`src/core/sph_defs.vh`:
```
// Constants for the pin-controlled sleep hold block
`ifndef SPH_DEFS_VH
`define SPH_DEFS_VH
`define SPH_CLK_PERIOD_NS 10
`define SPH_RECOVERY_US 1
`define SPH_RECOVERY_CYCLES ((`SPH_RECOVERY_US * 1000) / `SPH_CLK_PERIOD_NS)
`define SPH_CNT_W 10
// Last recovery count, sized to the counter (recovery cycles minus one)
`define SPH_REC_LAST 10'h063
`define SPH_PIN_W 8
`define SPH_HOLD_W 8
`define SPH_ST_RUN 2'h0
`define SPH_ST_SLEEP 2'h1
`define SPH_ST_RECOVER 2'h2
`endif

```
`src/core/sph_pin_keeper.v`:
```
// One bidirectional pin slot with hold latch and frozen output drive
`include "sph_defs.vh"
module sph_pin_keeper (
  input wire clk,
  input wire rst,
  input wire freeze,
  input wire pin_in,
  input wire user_out,
  input wire user_oe,
  output reg pin_out,
  output reg pin_oe,
  output reg pin_level
);
  always @(posedge clk) begin
    if (rst) begin
      pin_out <= 1'b0;
      pin_oe <= 1'b0;
      pin_level <= 1'b0;
    end else if (!freeze) begin
      pin_out <= user_out;
      pin_oe <= user_oe;
      // Keeper follows the wire: driven level when driving, input level otherwise
      pin_level <= user_oe ? user_out : pin_in;
    end
  end
endmodule

```
`src/core/sph_sleep_hold.v`:
```
// Pin-controlled sleep hold: freezes logic state, outputs and inputs while asleep
`include "sph_defs.vh"
module sph_sleep_hold (
  input wire clk,
  input wire rst,
  input wire sleep_en_a,
  input wire sleep_en_b,
  input wire sleep_pin_a,
  input wire sleep_pin_b,
  input wire [`SPH_PIN_W-1:0] pin_in,
  input wire [`SPH_PIN_W-1:0] user_out,
  input wire [`SPH_PIN_W-1:0] user_oe,
  input wire [`SPH_HOLD_W-1:0] user_state_next,
  output wire [`SPH_PIN_W-1:0] pin_out,
  output wire [`SPH_PIN_W-1:0] pin_oe,
  output reg [`SPH_PIN_W-1:0] core_in,
  output reg [`SPH_HOLD_W-1:0] user_state,
  output reg user_in_a,
  output reg user_in_b,
  output wire asleep,
  output wire inputs_valid
);
  reg [1:0] state;
  reg [1:0] next_state;
  reg [`SPH_CNT_W-1:0] rec_cnt;
  reg [`SPH_CNT_W-1:0] next_rec_cnt;
  wire sleep_req;
  wire freeze;
  wire [`SPH_PIN_W-1:0] keep_level;
  localparam [`SPH_CNT_W-1:0] REC_LAST = `SPH_REC_LAST;

  // Request from enabled pins only
  assign sleep_req = (sleep_en_a & sleep_pin_a) | (sleep_en_b & sleep_pin_b);
  assign freeze = (state == `SPH_ST_SLEEP) | sleep_req;
  assign asleep = (state == `SPH_ST_SLEEP);
  assign inputs_valid = (state == `SPH_ST_RUN);

  always @* begin
    next_state = state;
    next_rec_cnt = rec_cnt;
    case (state)
      `SPH_ST_RUN: begin
        if (sleep_req) begin
          next_state = `SPH_ST_SLEEP;
        end
      end
      `SPH_ST_SLEEP: begin
        if (!sleep_req) begin
          next_state = `SPH_ST_RECOVER;
          next_rec_cnt = {`SPH_CNT_W{1'b0}};
        end
      end
      `SPH_ST_RECOVER: begin
        if (sleep_req) begin
          next_state = `SPH_ST_SLEEP;
        end else if (rec_cnt == REC_LAST) begin
          next_state = `SPH_ST_RUN;
        end else begin
          next_rec_cnt = rec_cnt + 1'b1;
        end
      end
      default: begin
        next_state = `SPH_ST_RUN;
      end
    endcase
  end

  always @(posedge clk) begin
    if (rst) begin
      state <= `SPH_ST_RUN;
      rec_cnt <= {`SPH_CNT_W{1'b0}};
    end else begin
      state <= next_state;
      rec_cnt <= next_rec_cnt;
    end
  end

  // Held logic state and blocked inputs; no reinit on wake
  always @(posedge clk) begin
    if (rst) begin
      user_state <= {`SPH_HOLD_W{1'b0}};
      core_in <= {`SPH_PIN_W{1'b0}};
      user_in_a <= 1'b0;
      user_in_b <= 1'b0;
    end else if (!freeze) begin
      user_state <= user_state_next;
      core_in <= keep_level;
      user_in_a <= sleep_en_a ? 1'b0 : sleep_pin_a;
      user_in_b <= sleep_en_b ? 1'b0 : sleep_pin_b;
    end
  end

  genvar i;
  generate
    for (i = 0; i < `SPH_PIN_W; i = i + 1) begin : g_pin
      // Output drive and enable frozen, so high-Z stays high-Z
      sph_pin_keeper u_keep (
        .clk(clk),
        .rst(rst),
        .freeze(freeze),
        .pin_in(pin_in[i]),
        .user_out(user_out[i]),
        .user_oe(user_oe[i]),
        .pin_out(pin_out[i]),
        .pin_oe(pin_oe[i]),
        .pin_level(keep_level[i])
      );
    end
  endgenerate
endmodule

```
`config.mk`:
```
export PLATFORM = sky130hd
export DESIGN_NAME = sph_sleep_hold
export DESIGN_NICKNAME = d
export VERILOG_FILES = /design/src/core/sph_pin_keeper.v /design/src/core/sph_sleep_hold.v
export VERILOG_INCLUDE_DIRS = /design/src /design/src/core
export SDC_FILE = /design/constraint.sdc
export NUM_CORES = 1
export LEC_CHECK = 0
export BUFFER_PORTS_ARGS = -buffer_cell sky130_fd_sc_hd__buf_2
export CAP_MARGIN = 5
export CORE_ASPECT_RATIO = 0.7
export CORE_MARGIN = 1.5
export CORE_UTILIZATION = 38
export DETAILED_ROUTE_END_ITERATION = 6
export PLACE_DENSITY = 0.69
export REMOVE_ABC_BUFFERS = 1
export SYNTH_ARGS = -nofsm -noshare
export SYNTH_HDL_FRONTEND = slang
export SYNTH_SLANG_ARGS = --single-unit
export TNS_END_PERCENT = 100
```
`constraint.sdc`:
```
create_clock -name clk -period 3.6 [get_ports clk]
set_input_delay 0.18 -clock clk [delete_from_list [all_inputs] [get_ports clk]]
set_output_delay 0.18 -clock clk [all_outputs]
set_load 0.005 [all_outputs]
```
==> results.json <==
{
  "rows": 23,
  "ys_seq_area_frac": 0.4623,
  "first_pass_iters": 4,
  "path_clk_slew_ns": 0.09,
  "synth-simple-area-share": 0.2124,
  "arrival_ns": 2.27,
  "syn-cell-area_mm2": 0.002338,
  "final-setup-viol-count": 0,
  "synth_area_per_cell_um2": 8.504,
  "status": "finished, final reports clean",
  "yosys.area.top_type_share": 0.4623,
  "synth_area_leaders": "dfxtp_1 (46%), nand2_1 (11%), a21oi_1 (7.3%)",
  "slew-limit-headroom": 0.3118,
  "yosysWarnings": 0,
  "die_h_um": 68.64,
  "clock_latency_ns": 0.30,
  "report.final.slew_viol_count": 0,
  "die_w_um": 96.76,
  "grt_pass1_vias": 1825,
  "detail-route-antenna-nets": 0,
  "wl_per_cell_um": 12.29,
  "dieArea_mm2": 0.006641,
  "path_cells": "nor2b_1 > nand2b_1 > buf_4 > nand2_1 > a21oi_1",
  "start_kind": "register",
  "avgViaCountPerCell": 4.975,
  "place.gp.congestion": 0.8700,
  "postCtsHoldBufs": 0,
  "tns_ns": 0,
  "synth_xor_area_frac": 0,
  "clockBufferDepth": 2,
  "antenna_found_initial": 0,
  "synth_top_family_by_area": "simple AND/OR/NAND/NOR gates",
  "grt_first_pass_wirelength_um": 8142,
  "totalWireLength_um": 4879,
  "synth_largest_area_cell": "dfxtp_1",
  "synth_adder_area_share": 0.005350,
  "tightest_slew_ns": 1.030,
  "nets": 360,
  "grt_max_degree": 57,
  "crit_fanout": 19,
  "hold_path.class": "primary input to register",
  "coreArea_mm2": 0.005842,
  "ir_drop_uv": 236.9,
  "rsz0062_at_grt": "no",
  "vias": 1975,
  "ctsRootBufferMaster": "clkbuf_8",
  "power_mw": 1.206,
  "synth_compound_area_frac": 0.1921,
  "finalClockSkew_ns": 0.007452,
  "max_stage_delay_ns": 0.53,
  "initial_utilization": 0.4003,
  "p_leak_nw": 1.130,
  "drt-initial-drc-count": 163,
  "drive_above_1_share": 0.2857,
  "ys_ff_latch": 54,
  "hold_viol_final": 0,
  "clock-sinks": 54,
  "cts-buffers-inserted": 5,
  "synth_cells": 275,
  "period_needed_ns": 2.051,
  "post-route-period-util": 0.5699,
  "track_usage": 0.1535,
  "cts_tree": "built",
  "cp_slowest_cell": "nand2b_1",
  "synth.distinct_cells": 33,
  "pin_count": 74,
  "hold_ws_ns": 0.1070,
  "power_density_mw_per_mm2": 445.4,
  "num_antenna_cells": 0,
  "place_hpwl_um": 3428,
  "endpoint_kind": "register",
  "drv_cap": 0,
  "route.detailed.drc": 0,
  "max_freq_mhz": 487.5,
  "crit_type": "register to register",
  "crit_required_ns": 3.82,
  "postLayoutCoreUtil": 0.4635,
  "cts_setup_buffers": 0,
  "overflow": 0,
  "areaGrowthSynthToFinish_pct": 15.78,
  "numPortBuffers": 73,
  "ctsResizeCount": 0,
  "cts_max_level": 2,
  "synthMuxAreaShare": 0.03424
}
[placed cells by master, fill, tap and decap left out]
cell         n
buf_4        1
nor3_1       5
nor2_4       1
o21ai_1      3
clkinvlp_4   1
clkbuf_8     5
o32ai_1      2
and3_1       1
buf_2       73
a311oi_2     5
nor4b_2      1
nand3_1      3
a211oi_1    13
nor2_1      12
nor2b_1      2
a31oi_1      4
inv_1        1
bufinv_16    1
a21oi_1     34
and2_1       2
nand2b_1     4
and4b_1      1
a41oi_1      2
o21ai_0      2
clkbuf_1     1
nand3b_1     2
mux2i_1      8
or2_2        1
ha_1         1
nor2b_4      1
nand4_1      2
or3_1        1
o21ai_2      1
nand4b_1     2
a22oi_2      1
nand2_1     68
dfxtp_1     54
[logic make-up after synthesis]
| family | count (synthesis) |
|---|---|
| fa+ha+maj | 1 |
| mux | 8 |
| flops | 54 |
| simple gates | 109 |
| buf+inv | 36 |
| compound gates | 67 |
[final timing paths]
kind,from,slack [ns],to,depth (start not counted)
min reg2reg,g_pin[0].u_keep.pin_level$_SDFFE_PP0N_,0.46,core_in[0]$_SDFFE_PP0N_,2
max,state[0]$_SDFFE_PP0P_,1.55,g_pin[4].u_keep.pin_out$_SDFFE_PP0N_,5
max reg2reg,state[0]$_SDFFE_PP0P_,1.55,g_pin[4].u_keep.pin_out$_SDFFE_PP0N_,5
min,user_state_next[6],0.11,user_state[6]$_SDFFE_PP0N_,3
[cell usage after synthesis]
library cell and n:
clkbuf_1 6, nand4b_1 2, nand3_1 3, inv_1 1
buf_2 10, nor2b_1 3, a31oi_1 4, ha_1 1
nor4b_2 1, nand4_1 2, and2_1 2, and3_1 1
nor3_1 5, buf_4 19, a21oi_1 34, o21ai_1 3
nand2_1 68, or2_2 1, a22oi_2 1, nand3b_1 2
nor2_4 1, a311oi_2 5, or3_1 1, dfxtp_1 54
nor2_1 12, a41oi_1 2, and4b_1 1, a211oi_1 13
o21ai_0 2, nand2b_1 4, o21ai_2 1, o32ai_1 2
mux2i_1 8
[per-layer routing]
metal	track usage	up-vias	routed length [µm]
met2	0.2666	67	2133
met4	0.06522	0	70
met1	0.1884	874	2362
li1	-	1027	-
met5	0	-	0
met3	0.03528	7	312
[state kept, by name, summed over array words and instances, names as in the netlist, 2 cells and up]
signal and flops:
g_pin.u_keep.pin_level 8, g_pin.u_keep.pin_oe 8, user_state 8, core_in 8
state 2, rec_cnt 10, g_pin.u_keep.pin_out 8
[cell type report]
class / instances / area [µm²]
fill: 615 / 3134
sequential: 54 / 1081
multi-input combinational: 185 / 1046
timing repair buffer: 74 / 372.9
tap: 75 / 93.84
clock buffer: 6 / 72.57
clock inverter: 2 / 37.54
inverter: 1 / 3.754
[power by group]
| part | internal, mW | switching (mW) | total, mW |
|---|---|---|---|
| logic | 0.0683 | 0.0925 | 0.161 |
| clock network | 0.207 | 0.185 | 0.393 |
| registers | 0.634 | 0.0183 | 0.652 |
| total | 0.910 | 0.296 | 1.21 |
[per-stage QoR]
stage / setup WS, ns / std cells / instance area, µm²
after floorplan: 1.068 / 240 / 2123
after global placement: 1.623 / 389 / 2597
after detailed placement: 1.530 / 389 / 2597
after CTS: 1.522 / 397 / 2708
after global routing: 1.338 / 397 / 2708
final: 1.549 / 397 / 2708
[worst max-delay path, delay by kind of cell, from the launching register on]
family                 cells  cell delay (ns)
AND/OR/NAND/NOR            3             1.11
flip-flops                 1             0.36
buffers and inverters      1             0.34
AO/OA/AOI/OAI              1             0.15
Note: power is estimated with default switching activity, not from simulation.
